### src/core/ict_map.svh
// Register map, field positions and reset values of the interval counter channel
// Function
// - Mode 0: control word drives output low; it rises when count reaches zero
// - Mode 0: gate high counts, gate low holds; gate never touches output
// - Mode 0: count loads on next falling edge undecremented; output rises after N+1
// - Mode 0 two-byte: first byte suspends counting, output low at once
// - Mode 0: count written with gate low still loads; N pulses after gate rises
// - Mode 1: output high, low after trigger for N clocks, then high again
// - Mode 1: gate fall ignored; gate rise retriggers and reloads holding register
// - Mode 1: new count leaves running pulse alone until next retrigger
// - Mode 2: output low for one clock when count reaches 1, then reload
// - Mode 2: gate low stops and forces output high; gate rise reloads
// - Mode 2: initial count loads next falling edge; output low N clocks later
// - Mode 2: new count loads on trigger, otherwise at end of cycle
// - Mode 3: square wave of period N, high first half, low second
// - Mode 3 even: load N, step by two, toggle and reload at 2
// - Mode 3 odd: load N-1, low at zero, high at 2, high (N+1)/2
// - Mode 3: gate low stops and forces output high; trigger reloads
// - Mode 3: new count loads on trigger, otherwise at half cycle end
// - Mode 4: output high, low one clock when count reaches zero
// - Mode 4: gate high counts, gate low holds; gate never touches output
// - Mode 4: count loads next falling edge undecremented; strobe after N+1
// - Mode 4 two-byte: first byte harmless; second byte reloads, strobe N+1 later
// - Count zero means 65536 binary or 10000 BCD in every mode
// - Modes 1 to 3: gate rising edge is the trigger, retrigger in mode 1
`ifndef ICT_MAP_SVH
`define ICT_MAP_SVH
`define ICT_OFS_CTRL 8'h00
`define ICT_OFS_COUNT 8'h04
`define ICT_OFS_STATUS 8'h08
`define ICT_OFS_ELEMENT 8'h0C
`define ICT_CW_BCD 0
`define ICT_CW_MODE_LO 1
`define ICT_CW_MODE_HI 3
`define ICT_CW_RL_LO 4
`define ICT_CW_RL_HI 5
`define ICT_ST_OUT 7
`define ICT_ST_NULL 6
`define ICT_RL_LATCH 2'h0
`define ICT_RL_LSB 2'h1
`define ICT_RL_MSB 2'h2
`define ICT_RL_BOTH 2'h3
`define ICT_CW_RESET 6'h00
`define ICT_OUT_RESET 1'b0
`define ICT_COUNT_RESET 16'h0000
`define ICT_SQ_TERM 16'h0002
`define ICT_RATE_TERM 16'h0001
`endif

### src/core/ict_pkg.sv
// Types shared by the interval counter channel
package ict_pkg;
  typedef enum logic [2:0] {
    MODE_TERM,
    MODE_ONESHOT,
    MODE_RATE,
    MODE_SQUARE,
    MODE_STROBE,
    MODE_NONE
  } mode_type;
endpackage : ict_pkg

### src/core/ict_sync2.sv
// Two-flop synchroniser for asynchronous pin levels
`timescale 1ns/1ns
module ict_sync2 #(
  parameter int WIDTH = 1
) (
  input wire logic CLK_SYS,
  input wire logic RST_N,
  input wire logic [WIDTH-1:0] din,
  output logic [WIDTH-1:0] dout
);
  logic [WIDTH-1:0] meta_r;

  always_ff @(posedge CLK_SYS or negedge RST_N) begin
    if (!RST_N) begin
      meta_r <= '0;
      dout <= '0;
    end else begin
      meta_r <= din;
      dout <= meta_r;
    end
  end
endmodule : ict_sync2

### src/core/ict_counter.sv
// One interval counter channel, modes 0 to 4, with an APB register slave
//
// Chosen here: the APB slave port and the register addresses.
`timescale 1ns/1ns
`include "ict_map.svh"
module ict_counter (
  input wire logic CLK_SYS,
  input wire logic RST_N,
  input wire logic PSEL,
  input wire logic PENABLE,
  input wire logic PWRITE,
  input wire logic [7:0] PADDR,
  input wire logic [31:0] PWDATA,
  output logic [31:0] PRDATA,
  output logic PREADY,
  output logic PSLVERR,
  input wire logic CNT_CLK,
  input wire logic GATE,
  output logic OUT
);
  import ict_pkg::*;

  logic [1:0] pins_s;
  logic clk_s;
  logic gate_s;
  logic clk_d_r;
  logic gate_d_r;
  logic tick;
  logic gate_rise;
  logic setup;
  logic wr;
  logic ctrl_wr;
  logic data_wr;
  logic first_byte;
  logic count_done;
  logic [15:0] count_val;
  logic [5:0] cw_r;
  mode_type mode_r;
  mode_type new_mode;
  logic lsb_wait_r;
  logic [7:0] count_holding_low_byte_r;
  logic [15:0] count_holding_register_r;
  logic [15:0] count_element_r;
  logic [15:0] dec_one;
  logic [15:0] dec_two;
  logic [15:0] sq_reload;
  logic sq_term;
  logic out_r;
  logic run_r;
  logic load_pend_r;
  logic have_count_r;
  logic null_r;
  logic trig_pend_r;
  logic [31:0] prdata_r;
  logic pready_r;
  logic pslverr_r;
  logic [31:0] prdata_nxt;
  logic pslverr_nxt;

  // One step down, binary or four BCD digits, wrapping at zero
  function automatic logic [15:0] dec_step(input logic [15:0] v, input logic bcd);
    logic [15:0] r;
    logic borrow;
    r = v;
    borrow = 1'b1;
    if (!bcd) begin
      r = v - 16'h0001;
    end else begin
      for (int i = 0; i < 4; i++) begin
        if (borrow) begin
          if (v[i*4 +: 4] == 4'h0) begin
            r[i*4 +: 4] = 4'h9;
          end else begin
            r[i*4 +: 4] = v[i*4 +: 4] - 4'h1;
            borrow = 1'b0;
          end
        end
      end
    end
    return r;
  endfunction : dec_step

  function automatic mode_type decode_mode(input logic [2:0] m);
    mode_type r;
    r = MODE_NONE;
    if (m == 3'h0) begin
      r = MODE_TERM;
    end else if (m == 3'h1) begin
      r = MODE_ONESHOT;
    end else if (m[1:0] == 2'h2) begin
      r = MODE_RATE;
    end else if (m[1:0] == 2'h3) begin
      r = MODE_SQUARE;
    end else if (m == 3'h4) begin
      r = MODE_STROBE;
    end
    return r;
  endfunction : decode_mode

  // Counter clock and gate are asynchronous pins
  ict_sync2 #(.WIDTH(2)) u_sync (
    .CLK_SYS(CLK_SYS),
    .RST_N(RST_N),
    .din({GATE, CNT_CLK}),
    .dout(pins_s)
  );
  assign clk_s = pins_s[0];
  assign gate_s = pins_s[1];

  always_ff @(posedge CLK_SYS or negedge RST_N) begin
    if (!RST_N) begin
      clk_d_r <= 1'b0;
      gate_d_r <= 1'b0;
    end else begin
      clk_d_r <= clk_s;
      gate_d_r <= gate_s;
    end
  end

  assign tick = clk_d_r & ~clk_s;
  assign gate_rise = gate_s & ~gate_d_r;

  // APB decode; writes land on the access edge only
  assign setup = PSEL & ~PENABLE;
  assign wr = PSEL & PENABLE & pready_r & PWRITE;
  assign ctrl_wr = wr && (PADDR == `ICT_OFS_CTRL);
  assign data_wr = wr && (PADDR == `ICT_OFS_COUNT);
  assign new_mode = decode_mode(PWDATA[`ICT_CW_MODE_HI:`ICT_CW_MODE_LO]);

  always_comb begin
    first_byte = 1'b0;
    count_done = 1'b0;
    count_val = count_holding_register_r;
    if (data_wr) begin
      if (cw_r[`ICT_CW_RL_HI:`ICT_CW_RL_LO] == `ICT_RL_LSB) begin
        count_done = 1'b1;
        count_val = {8'h00, PWDATA[7:0]};
      end else if (cw_r[`ICT_CW_RL_HI:`ICT_CW_RL_LO] == `ICT_RL_MSB) begin
        count_done = 1'b1;
        count_val = {PWDATA[7:0], 8'h00};
      end else if (cw_r[`ICT_CW_RL_HI:`ICT_CW_RL_LO] == `ICT_RL_BOTH) begin
        first_byte = ~lsb_wait_r;
        count_done = lsb_wait_r;
        count_val = {PWDATA[7:0], count_holding_low_byte_r};
      end
    end
  end

  always_ff @(posedge CLK_SYS or negedge RST_N) begin
    if (!RST_N) begin
      cw_r <= `ICT_CW_RESET;
      mode_r <= MODE_NONE;
      lsb_wait_r <= 1'b0;
      count_holding_low_byte_r <= 8'h00;
      count_holding_register_r <= `ICT_COUNT_RESET;
    end else begin
      if (ctrl_wr) begin
        cw_r <= PWDATA[5:0];
        mode_r <= new_mode;
        lsb_wait_r <= 1'b0;
      end else begin
        if (first_byte) begin
          count_holding_low_byte_r <= PWDATA[7:0];
          lsb_wait_r <= 1'b1;
        end
        if (count_done) begin
          count_holding_register_r <= count_val;
          lsb_wait_r <= 1'b0;
        end
      end
    end
  end

  // Trigger held until the next falling counter clock; set wins over clear
  always_ff @(posedge CLK_SYS or negedge RST_N) begin
    if (!RST_N) begin
      trig_pend_r <= 1'b0;
    end else if (gate_rise) begin
      trig_pend_r <= 1'b1;
    end else if (tick || ctrl_wr) begin
      trig_pend_r <= 1'b0;
    end
  end

  assign dec_one = dec_step(count_element_r, cw_r[`ICT_CW_BCD]);
  assign dec_two = dec_step(dec_one, cw_r[`ICT_CW_BCD]);
  // Odd counts drop the low bit; zero stays 65536, or 10000 in BCD
  assign sq_reload = {count_holding_register_r[15:1], 1'b0};
  assign sq_term = (count_holding_register_r[0] && out_r) ? (count_element_r == 16'h0000) :
                   (count_element_r == `ICT_SQ_TERM);

  always_ff @(posedge CLK_SYS or negedge RST_N) begin
    if (!RST_N) begin
      count_element_r <= `ICT_COUNT_RESET;
      out_r <= `ICT_OUT_RESET;
      run_r <= 1'b0;
      load_pend_r <= 1'b0;
      have_count_r <= 1'b0;
      null_r <= 1'b0;
    end else if (ctrl_wr) begin
      count_element_r <= `ICT_COUNT_RESET;
      out_r <= (new_mode != MODE_TERM);
      run_r <= 1'b0;
      load_pend_r <= 1'b0;
      have_count_r <= 1'b0;
      null_r <= 1'b1;
    end else begin
      if (tick) begin
        case (mode_r)
          MODE_TERM, MODE_STROBE: begin
            if (load_pend_r) begin
              count_element_r <= count_holding_register_r;
              load_pend_r <= 1'b0;
              run_r <= 1'b1;
              null_r <= 1'b0;
              out_r <= (mode_r == MODE_STROBE) ? 1'b1 : 1'b0;
            end else if (gate_s && !(lsb_wait_r && mode_r == MODE_TERM)) begin
              count_element_r <= dec_one;
              if (run_r && dec_one == 16'h0000) begin
                out_r <= (mode_r == MODE_TERM);
                run_r <= 1'b0;
              end else if (mode_r == MODE_STROBE) begin
                out_r <= 1'b1;
              end
            end else if (mode_r == MODE_STROBE) begin
              out_r <= 1'b1;
            end
          end
          MODE_ONESHOT: begin
            if (trig_pend_r && have_count_r) begin
              count_element_r <= count_holding_register_r;
              out_r <= 1'b0;
              run_r <= 1'b1;
              null_r <= 1'b0;
            end else begin
              count_element_r <= dec_one;
              if (run_r && dec_one == 16'h0000) begin
                out_r <= 1'b1;
                run_r <= 1'b0;
              end
            end
          end
          MODE_RATE: begin
            if (((trig_pend_r && gate_s) || load_pend_r) && have_count_r) begin
              count_element_r <= count_holding_register_r;
              out_r <= 1'b1;
              load_pend_r <= 1'b0;
              run_r <= 1'b1;
              null_r <= 1'b0;
            end else if (gate_s && run_r) begin
              if (count_element_r == `ICT_RATE_TERM) begin
                count_element_r <= count_holding_register_r;
                out_r <= 1'b1;
                null_r <= 1'b0;
              end else begin
                count_element_r <= dec_one;
                out_r <= (dec_one != `ICT_RATE_TERM);
              end
            end
          end
          MODE_SQUARE: begin
            if (((trig_pend_r && gate_s) || load_pend_r) && have_count_r) begin
              count_element_r <= sq_reload;
              out_r <= 1'b1;
              load_pend_r <= 1'b0;
              run_r <= 1'b1;
              null_r <= 1'b0;
            end else if (gate_s && run_r) begin
              if (sq_term) begin
                count_element_r <= sq_reload;
                out_r <= ~out_r;
                null_r <= 1'b0;
              end else begin
                count_element_r <= dec_two;
              end
            end
          end
          default: begin
            count_element_r <= count_element_r;
          end
        endcase
      end
      // Gate low ends a low phase at once, without waiting for a clock
      if ((mode_r == MODE_RATE || mode_r == MODE_SQUARE) && !gate_s && !out_r) begin
        out_r <= 1'b1;
      end
      if (first_byte && mode_r == MODE_TERM) begin
        out_r <= 1'b0;
        run_r <= 1'b0;
        load_pend_r <= 1'b0;
      end
      // Count writes land last so a same-cycle load never loses them
      if (count_done) begin
        have_count_r <= 1'b1;
        null_r <= 1'b1;
        if (mode_r == MODE_TERM) begin
          out_r <= 1'b0;
        end
        if (mode_r == MODE_TERM || mode_r == MODE_STROBE) begin
          load_pend_r <= 1'b1;
        end else if ((mode_r == MODE_RATE || mode_r == MODE_SQUARE) && !have_count_r) begin
          load_pend_r <= 1'b1;
        end
      end
    end
  end

  // Read data prepared in the setup cycle, answered in the first access cycle
  always_comb begin
    prdata_nxt = 32'h0000_0000;
    pslverr_nxt = 1'b0;
    if (PADDR == `ICT_OFS_CTRL) begin
      prdata_nxt = {26'h000_0000, cw_r};
    end else if (PADDR == `ICT_OFS_COUNT) begin
      prdata_nxt = {16'h0000, count_holding_register_r};
    end else if (PADDR == `ICT_OFS_STATUS) begin
      prdata_nxt = {24'h00_0000, out_r, null_r, cw_r};
    end else if (PADDR == `ICT_OFS_ELEMENT) begin
      prdata_nxt = {16'h0000, count_element_r};
    end else begin
      pslverr_nxt = 1'b1;
    end
  end

  always_ff @(posedge CLK_SYS or negedge RST_N) begin
    if (!RST_N) begin
      prdata_r <= 32'h0000_0000;
      pready_r <= 1'b0;
      pslverr_r <= 1'b0;
    end else begin
      pready_r <= setup;
      pslverr_r <= setup & pslverr_nxt;
      if (setup && !PWRITE) begin
        prdata_r <= prdata_nxt;
      end
    end
  end

  assign PRDATA = prdata_r;
  assign PREADY = pready_r;
  assign PSLVERR = pslverr_r;
  assign OUT = out_r;
endmodule : ict_counter

### config.mk
export PLATFORM = sky130hd
export DESIGN_NAME = ict_counter
export DESIGN_NICKNAME = d
export VERILOG_FILES = /design/src/core/ict_pkg.sv /design/src/core/ict_sync2.sv /design/src/core/ict_counter.sv
export VERILOG_INCLUDE_DIRS = /design/src /design/src/core
export SDC_FILE = /design/constraint.sdc
export NUM_CORES = 1
export LEC_CHECK = 0
export BUFFER_PORTS_ARGS = -buffer_cell sky130_fd_sc_hd__buf_2
export CORE_MARGIN = 5
export CORE_UTILIZATION = 60
export CTS_CLUSTER_DIAMETER = 50
export DETAILED_ROUTE_END_ITERATION = 10
export GPL_ROUTABILITY_DRIVEN = 0
export PLACE_DENSITY = 0.82
export SETUP_SLACK_MARGIN = 0.02
export SYNTH_ARGS = -nofsm -noshare
export SYNTH_HDL_FRONTEND = slang
export SYNTH_SLANG_ARGS = --single-unit
### constraint.sdc
create_clock -name CLK_SYS -period 5.7 [get_ports CLK_SYS]
set_input_delay 0 -clock CLK_SYS [delete_from_list [all_inputs] [get_ports CLK_SYS]]
set_output_delay 0 -clock CLK_SYS [all_outputs]
set_load 0.01 [all_outputs]
==> summary.md, run 1 <==
| Metric | Value |
|---|---|
| Worst hold stages | 4 |
| Clock power frac | 31.5% |
| CP required | 5.96 ns |
| Post-synthesis adder-cell area fraction | 1.92% |
| Worst rel slew slack | 32.2% |
| Status | finished, final reports clean |
| Slowest cell delay on critical path | 0.64 ns |
| Die Y-Extent | 109 um |
| Post-DP HPWL | 12.3 mm |
| Reg2reg start | count_element_r[0]$_DFFE_PN0P_ |
| HP Start | PADDR[0] |
| Max_cap viols | 0 |
| DRC | 0 |
| Crit-path slowest cell | nor3b_1 |
| Inserted Diodes | 0 |
| Vias per Instance | 6.64 |
| Initial drt markers | 811 |
| Rows | 36 |
| Worst reg-to-reg setup slack | 0.87 ns |
| First-pass GRT wire length | 28.4 mm |
| Setup Skew | 0.0203 ns |
| Crit end category | flop |
| Total CTS buffers | 9 |
| Final Net Count | 799 |
| I/O pin cnt | 82 |
| Sequential power share | 42.8% |
| Fin crit period | 4.83 ns |
| Share of the synthesized area in the top cell type | 33.2% |
| Max Buffers Root-to-Sink | 2 |
| Buffers on Ports | 41 |
| Post-synthesis mux area share | 6.46% |
| Avg WL per Cell | 19.9 um |
| WP buf/inv | 2 |
| Netlist Area Pre-Place | 5870 sq um |
| Vias | 5846 |
| Internal Pwr Total | 0.949 mW |
| Syn. warnings | 0 |
| Unrepaired setup endpoints after global routing | false |
| Reg clk slew, reported paths | 0.10 ns |
| Worst skew pair latency | 0.38 ns |
| PwrDens | 235 nW/um^2 |
| Max Clk Rate | 207 MHz |
| Total wire length | 17.6 mm |
| Worst Hold End | PSLVERR$_DFF_PN0_ |
| Global Route Usage Sum | 30.8% |
| Area Growth Syn to Fin | 8.95% |
| Worst-path maximum fanout | 20 |
| Synth area leaders | dfrtp_1 (33%), nand2_1 (7.1%), o21ai_0 (5.9%) |
| P_leak | 2.69 nW |
| Number of global-route vias before repair | 5549 |
| Synth cell types | 76 |
| Critical path cell sequence | inv_1, ha_1, nor3b_1, nand2_1, nor2_1, xnor2_1, ha_1, inv_1, a311oi_1, and3_1, nand4_1, o31ai_1, and3_1, o21bai_1 |
| Setup TNS Final | 0 ns |
| Final hold viol count | 0 |
| CTS tree | built |
| Share of cells above drive strength 1 | 14.4% |
| Synth Area in Simple Gates | 22.5% |
| Post-synthesis cell count | 718 |
| Worst setup path class | flop to flop |
| Initial core utilization | 60.9% |
| Slew @ Worst Pin | 1.02 ns |
| Syn Area/Cell | 8.18 sq um |
| Compound-Gate Fraction of Synth Area | 25.9% |
| Arr. time, crit path | 5.09 ns |
| Core area | 9640 sq um |
| Commonest register cell after synthesis | dfrtp_1 |
| Xor/xnor share of the synthesized area | 2.24% |
| Tot Pwr | 1.50 mW |
| Post-CTS Setup Bufs | 0 |
| Register area share after synthesis | 34.1% |
| Gr ovfl total | 0 |
| Yosys reg bits | 80 |
| DIE AREA | 11900 sq um |
| Combinational share of power | 25.7% |
| # resized after CTS | 0 |
| Reg2reg end | OUT$_DFF_PN0_ |
| Yosys top cell by area | dfrtp_1 |
| CP Launch Type | flop |
| Worst IR Drop VDD | 0.200 mV |
| # hold bufs at CTS | 13 |
| Asr flop ratio synth | 100% |
| Largest net degree at the start of global routing | 81 |
| Final Max Slew Viols | 0 |
| DRT antenna net count | 0 |
| CP delay by family, top | simple AND/OR/NAND/NOR gates |
| Final period util | 84.8% |
| Net Sw Frac | 36.7% |
| Die X | 109 um |
| R2R depth | 14 |
| Antenna violations before repair | 0 |
| Post-synth EDFFs | 0 |
| Total net switching power | 0.551 mW |
| # clock sinks | 80 |
| Detailed Routing Iterations Pass 1 | 6 |
| Clock root buffer | clkbuf_8 |
| Largest family of logic cells by synthesized area | compound AO/OA/AOI/OAI gates |
| H-tree depth reported by CTS | 3 |
| Worst Hold Class | input port to flop |
| Final setup fails | 0 |
## cells in the final DEF (no fill, tap or decap), drive strengths merged, types with 7 or more instances in the layout
master,n
nor4,10
mux2i,21
mux2,15
conb,16
o21ai,76
ha,9
o21a,7
nor3,17
a31oi,13
or2,8
dfrtp,78
a21oi,29
dlygate4sd3,13
or3,12
nand3,17
inv,26
buf,48
a211oi,12
xnor2,11
o211ai,8
o31ai,9
nand2b,9
nand2,112
a22oi,16
clkbuf,10
nor2,41
## worst register-to-register path, stage by stage (launching register included)
cell,delay (ns)
dfrtp_1,0.54
inv_1,0.21
ha_1,0.61
nor3b_1,0.64
nand2_1,0.23
nor2_1,0.16
xnor2_1,0.37
ha_1,0.34
inv_1,0.06
a311oi_1,0.42
and3_1,0.40
nand4_1,0.20
o31ai_1,0.24
and3_1,0.22
o21bai_1,0.08
## worst max path at each step
| stage | startpoint | end | slack (ns) | cells past startpoint |
|---|---|---|---|---|
| detailed placement | count_element_r[0]$_DFFE_PN0P_ | OUT$_DFF_PN0_ | 1.09 | 14 |
| CTS | count_element_r[0]$_DFFE_PN0P_ | OUT$_DFF_PN0_ | 1.04 | 14 |
| global route | count_element_r[0]$_DFFE_PN0P_ | OUT$_DFF_PN0_ | 0.59 | 15 |
| finish | count_element_r[0]$_DFFE_PN0P_ | OUT$_DFF_PN0_ | 0.87 | 14 |
| floorplan | count_element_r[0]$_DFFE_PN0P_ | count_element_r[15]$_DFFE_PN0P_ | 1.89 | 14 |
| global placement | count_element_r[0]$_DFFE_PN0P_ | count_element_r[9]$_DFFE_PN0P_ | 1.28 | 12 |
## final cells by class
| type | instances | area [sq um] |
|---|---|---|
| Fill cell | 816 | 3240 |
| Multi-Input combinational cell | 568 | 3540 |
| Tap cell | 133 | 166 |
| Inverter | 23 | 86.3 |
| Timing Repair Buffer | 61 | 390 |
| Clock buffer | 10 | 138 |
| Clock inverter | 6 | 73.8 |
| Sequential cell | 80 | 2000 |
## synth_stat cells, types with 11 or more instances
cell      number
nand2_1      111
dfrtp_1       78
o21ai_0       69
nor2_1        41
clkbuf_1      38
a21oi_1       29
inv_1         23
mux2i_1       21
nand3_1       17
a22oi_1       16
buf_4         16
mux2_2        15
nor3_1        14
a211oi_1      12
a31oi_1       12
or3_1         12
xnor2_1       11
## cells by family (layout without fill, tap and decap cells)
kind of cell / after synthesis / count (layout)
XOR/XNOR: 15 / 15
adder cells (fa/ha/maj): 9 / 9
AO/OA/AOI/OAI: 227 / 227
flip-flops: 80 / 80
AND/OR/NAND/NOR: 265 / 265
multiplexers: 36 / 36
other: 1 / 16
buffers and inverters: 85 / 100
## registers in the layout, indices dropped and copies added (netlist names)
signal                    cells
u_sync.dout                   2
PREADY                        1
PSLVERR                       1
count_holding_register_r     16
OUT                           1
clk_d_r                       1
PRDATA                       16
gate_d_r                      1
cw_r                          6
mode_r                        3
count_holding_low_byte_r      8
have_count_r                  1
run_r                         1
trig_pend_r                   1
null_r                        1
lsb_wait_r                    1
load_pend_r                   1
count_element_r              16
u_sync.meta_r                 2
## metrics by stage
step / cells / setup WS, ns / util (%) / area (sq um) / hold slack [ns]
after floorplan: 733 / 1.89 / - / 5930 / -0.296
after global placement: 852 / 1.28 / 62.8 / 6060 / 0.110
after detailed placement: 852 / 1.09 / 62.8 / 6060 / 0.109
after CTS: 881 / 1.04 / 66.4 / 6400 / 0.0180
after global routing: 881 / 0.593 / 66.4 / 6400 / 0.0369
final: 881 / 0.866 / 66.4 / 6400 / 0.0253
## routing by layer
| metal | global-route usage, % | part of all wire, % | vias to the layer above |
|---|---|---|---|
| li1 | - | - | 2659 |
| met1 | 40.1 | 39 | 2769 |
| met2 | 50.9 | 48 | 353 |
| met3 | 5.62 | 9.7 | 65 |
| met4 | 11.5 | 3.4 | 0 |
| met5 | 0 | 0 | - |
## power groups by stage
stage          clock [mW]  combinational, mW  sequential, mW
2_1_floorplan           0              0.313           0.612
3_3_place_gp            0              0.350           0.649
3_5_place_dp            0              0.364           0.651
6_report            0.473              0.385           0.642
5_1_grt             0.500              0.423           0.647
4_1_cts             0.474              0.375           0.640
Note: power is estimated with default switching activity, not from simulation.
==> inputs of run 2 (changes only) <==
--- a/config.mk
+++ b/config.mk
@@ -6,13 +6,14 @@
 export SDC_FILE = /design/constraint.sdc
 export NUM_CORES = 1
 export LEC_CHECK = 0
+export ABC_AREA = 1
 export BUFFER_PORTS_ARGS = -buffer_cell sky130_fd_sc_hd__buf_2
 export CORE_MARGIN = 5
-export CORE_UTILIZATION = 60
+export CORE_UTILIZATION = 53
 export CTS_CLUSTER_DIAMETER = 50
 export DETAILED_ROUTE_END_ITERATION = 10
 export GPL_ROUTABILITY_DRIVEN = 0
-export PLACE_DENSITY = 0.82
+export PLACE_DENSITY = 0.76
 export SETUP_SLACK_MARGIN = 0.02
 export SYNTH_ARGS = -nofsm -noshare
 export SYNTH_HDL_FRONTEND = slang
==> constraint.sdc (replaced) <==
create_clock -name CLK_SYS -period 4.4 [get_ports CLK_SYS]
set_input_delay 0 -clock CLK_SYS [delete_from_list [all_inputs] [get_ports CLK_SYS]]
set_output_delay 0 -clock CLK_SYS [all_outputs]
set_load 0.01 [all_outputs]
==> run 2 against run 1 <==
Setup slack better by 0.071 ns. Maximum frequency rose by 40%. Area after synthesis rose by 0.23%. Highest routed layer unchanged.
==> summary.md, run 2 <==
| Metric | Value |
|---|---|
| Final Non-Filler Cells | 1065 (+21%) |
| Total CTS buffers | 9 (unchanged) |
| Xor/xnor share of the synthesized area | 1.04% (-1.2 points) |
| Post-synthesis adder-cell area fraction | 1.91% (-0.0045 points) |
| Post-synth top cells | nand2_1 (206), o21ai_0 (106), inv_1 (104) |
| DIE AREA | 13300 sq um (+12%) |
| P_leak | 3.01 nW (+12%) |
| Clock root buffer | clkbuf_8 |
| Largest family of logic cells by synthesized area | simple AND/OR/NAND/NOR gates |
| Pre-CTS WS | 1.01 ns (-0.0798 ns) |
| Synth Area in Simple Gates | 30.6% (+8.1 points) |
| H-tree depth reported by CTS | 3 (unchanged) |
| Antenna violations before repair | 0 (unchanged) |
| Initial drt markers | 678 (-16%) |
| DR WL met2 | 7.28 mm (-14%) |
| Setup Skew | 0.00832 ns (-0.0120 ns) |
| DRT antenna net count | 0 (unchanged) |
| Crit end category | flop |
| Tot Pwr | 1.45 mW (-3.3%) |
| Setup TNS Final | 0 ns (unchanged) |
| Syn. warnings | 0 (unchanged) |
| Slew @ Worst Pin | 1.02 ns (+0.00120 ns) |
| Final hold viol count | 0 (unchanged) |
| Post-synth EDFFs | 0 (unchanged) |
| Worst Hold Class | input port to flop |
| Fillers | 1044 (+28%) |
| Commonest non-fill, non-tap cell in the layout | nand2_1 |
| Die Y-Extent | 115 um (+5.9%) |
| Inserted Diodes | 0 (unchanged) |
| Arr. time, crit path | 3.79 ns (-1.30 ns) |
| Max Clk Rate | 289 MHz (+40%) |
| Post-DP HPWL | 12.9 mm (+4.7%) |
| Yosys reg bits | 80 (unchanged) |
| PwrDens | 224 nW/um^2 (-4.7%) |
| Post-Route M1 WL | 7.37 mm (+7.9%) |
| Worst hold stages | 4 (unchanged) |
| Worst rel slew slack | 32.1% (-0.080 points) |
| Gr ovfl total | 0 (unchanged) |
| Hold_ws | 0.0416 ns (+0.0163 ns) |
| Largest net degree at the start of global routing | 81 (unchanged) |
| R2R depth | 23 (+9) |
| Top Metal Used | met4 |
| Reg clk slew, reported paths | 0.09 ns (about the same) |
| Register area share after synthesis | 34.1% (-0.080 points) |
| Worst IR Drop VDD | 0.157 mV (-22%) |
| Worst reg-to-reg setup slack | 0.94 ns (+0.07 ns) |
| First-pass GRT wire length | 27.7 mm (-2.5%) |
| DRC | 0 (unchanged) |
| Commonest register cell after synthesis | dfrtp_1 |
| Detailed Routing Iterations Pass 1 | 6 (unchanged) |
| Synth area leaders | dfrtp_1 (33%), nand2_1 (13%), o21ai_0 (9.0%) |
| Register Area | 2000 sq um (unchanged) |
| Final setup margin | 0.936 ns (+0.0706 ns) |
| Compound-Gate Fraction of Synth Area | 21.3% (-4.6 points) |
| # clock sinks | 80 (unchanged) |
| Final Net Count | 976 (+22%) |
| Met3 Wirelength | 1.90 mm (+11%) |
| Yosys top cell by area | dfrtp_1 |
| Post-synthesis cell count | 870 (+21%) |
| I/O pin cnt | 82 (unchanged) |
| Fin crit period | 3.46 ns (-1.37 ns) |
| Share of the synthesized area in the top cell type | 33.2% (-0.078 points) |
| Post-synthesis mux area share | 0% (-6.5 points) |
| Unrepaired setup endpoints after global routing | false |
| CP required | 4.72 ns (-1.24 ns) |
| Number of global-route vias before repair | 5534 (-0.27%) |
| Core area | 10800 sq um (+12%) |
| Synth cell types | 44 (-42%) |
| Buffers on Ports | 41 (unchanged) |
| Worst skew pair latency | 0.38 ns (about the same) |
| Max Buffers Root-to-Sink | 2 (unchanged) |
| Status | finished, final reports clean |
| Avg WL per Cell | 15.9 um (-20%) |
| Placed Cells | 1034 (+21%) |
| CTS tree | built |
| Die X | 115 um (+5.9%) |
| Total wire length | 17.0 mm (-3.3%) |
| CP Launch Type | flop |
| Final setup fails | 0 (unchanged) |
| Share of cells above drive strength 1 | 12.8% (-1.7 points) |
| Initial core utilization | 54.3% (-6.6 points) |
| Syn Area/Cell | 6.77 sq um (-17%) |
| Worst-path maximum fanout | 8 (-60%) |
| Final period util | 78.7% (-6.1 points) |
| Area Growth Syn to Fin | 10.3% |
| Rows | 38 (+5.6%) |
| Worst setup path class | flop to flop |
| Global Route Usage Sum | 26.8% (-4.0 points) |
| Multi-input logic area | 3290 sq um (-7.0%) |
| Vias per Instance | 5.73 (-14%) |
| Final Max Slew Viols | 0 (unchanged) |
| Max_cap viols | 0 (unchanged) |
| Asr flop ratio synth | 100% (unchanged) |
| Netlist Area Pre-Place | 5890 sq um (+0.23%) |
| Cell with the most instances after synthesis | nand2_1 |
| Vias | 6101 (+4.4%) |
| Most frequent cells in the layout | nand2_1 (206), o21ai_0 (106), inv_1 (104) |
## run 2: cell types whose count changed in the layout (fill, tap and decap cells not counted), sizes merged, moves of 15 or more
| cell | delta |
|---|---|
| a22oi | -15 |
| nand2 | +107 |
| nand3 | +57 |
| a21oi | +19 |
| inv | +88 |
| mux2i | -21 |
| nor2 | +43 |
| mux2 | -15 |
| o21ai | +38 |
## run 2: cell families after synthesis
kind of cell | Yosys count
simple gates | 402
compound gates | 217
buf+inv | 154
flops | 80
fa+ha+maj | 9
xor+xnor | 7
other cells | 1
## run 2: worst paths after layout
check | from | endpoint
hold reg to reg | u_sync.meta_r[1]$_DFF_PN0_ | u_sync.dout[1]$_DFF_PN0_
setup reg to reg | count_element_r[0]$_DFFE_PN0P_ | OUT$_DFF_PN0_
hold / removal | PWRITE | PRDATA[5]$_DFFE_PN0P_
setup / recovery | count_element_r[0]$_DFFE_PN0P_ | OUT$_DFF_PN0_
max in group asynchronous | RST_N | count_element_r[13]$_DFFE_PN0P_
min in group asynchronous | RST_N | load_pend_r$_DFF_PN0_
## run 2: cell type report
type / count / share of cell area, %
clock inverter: 6 / 0.675
inverter: 113 / 6.54
tap: 140 / 2.70
clock buffer: 10 / 1.97
multi-input combinational: 651 / 50.7
timing repair buffer: 65 / 6.55
sequential: 80 / 30.9
## run 2: worst max-delay path, cell delays in order (launching register included)
cell,delay [ns]
dfrtp_1,0.41
inv_1,0.23
ha_1,0.36
inv_2,0.08
nor2_1,0.23
nand2_1,0.11
nor2_1,0.16
nor2_1,0.06
o21ai_1,0.11
nand2_1,0.14
inv_1,0.17
ha_1,0.29
inv_1,0.08
nor2_2,0.20
nand3_2,0.16
nor2_2,0.13
nand3_1,0.08
nand3_1,0.09
nand2_1,0.05
nand2_1,0.05
nand2_1,0.04
nand2_1,0.06
nand2_1,0.06
nand2_1,0.05
## run 2: power breakdown
part / switching, mW / total, mW / internal (mW)
clock network: 0.303 / 0.511 / 0.208
logic: 0.114 / 0.168 / 0.0546
registers: 0.0197 / 0.772 / 0.752
## run 2: per-stage QoR
step / util, % / area, sq um
floorplan: - / 5940
global placement: 56.9 / 6170
detailed placement: 56.9 / 6170
CTS: 59.9 / 6490
global route: 59.9 / 6490
finish: 59.9 / 6490
## run 2: metal layers
layer	vias up	GRT usage, %
li1	2974	-
met1	2775	37.5
met2	322	40.4
met3	30	5.63
met4	0	11.1
met5	-	0
## run 2: what timing repair did
item                                    4_1_cts  5_1_grt
hold buffers                                 15        0
endpoints found under the setup margin        0        0
setup buffers                                 0        0
gates resized for setup                       0        0
hold endpoints to repair                    104        0
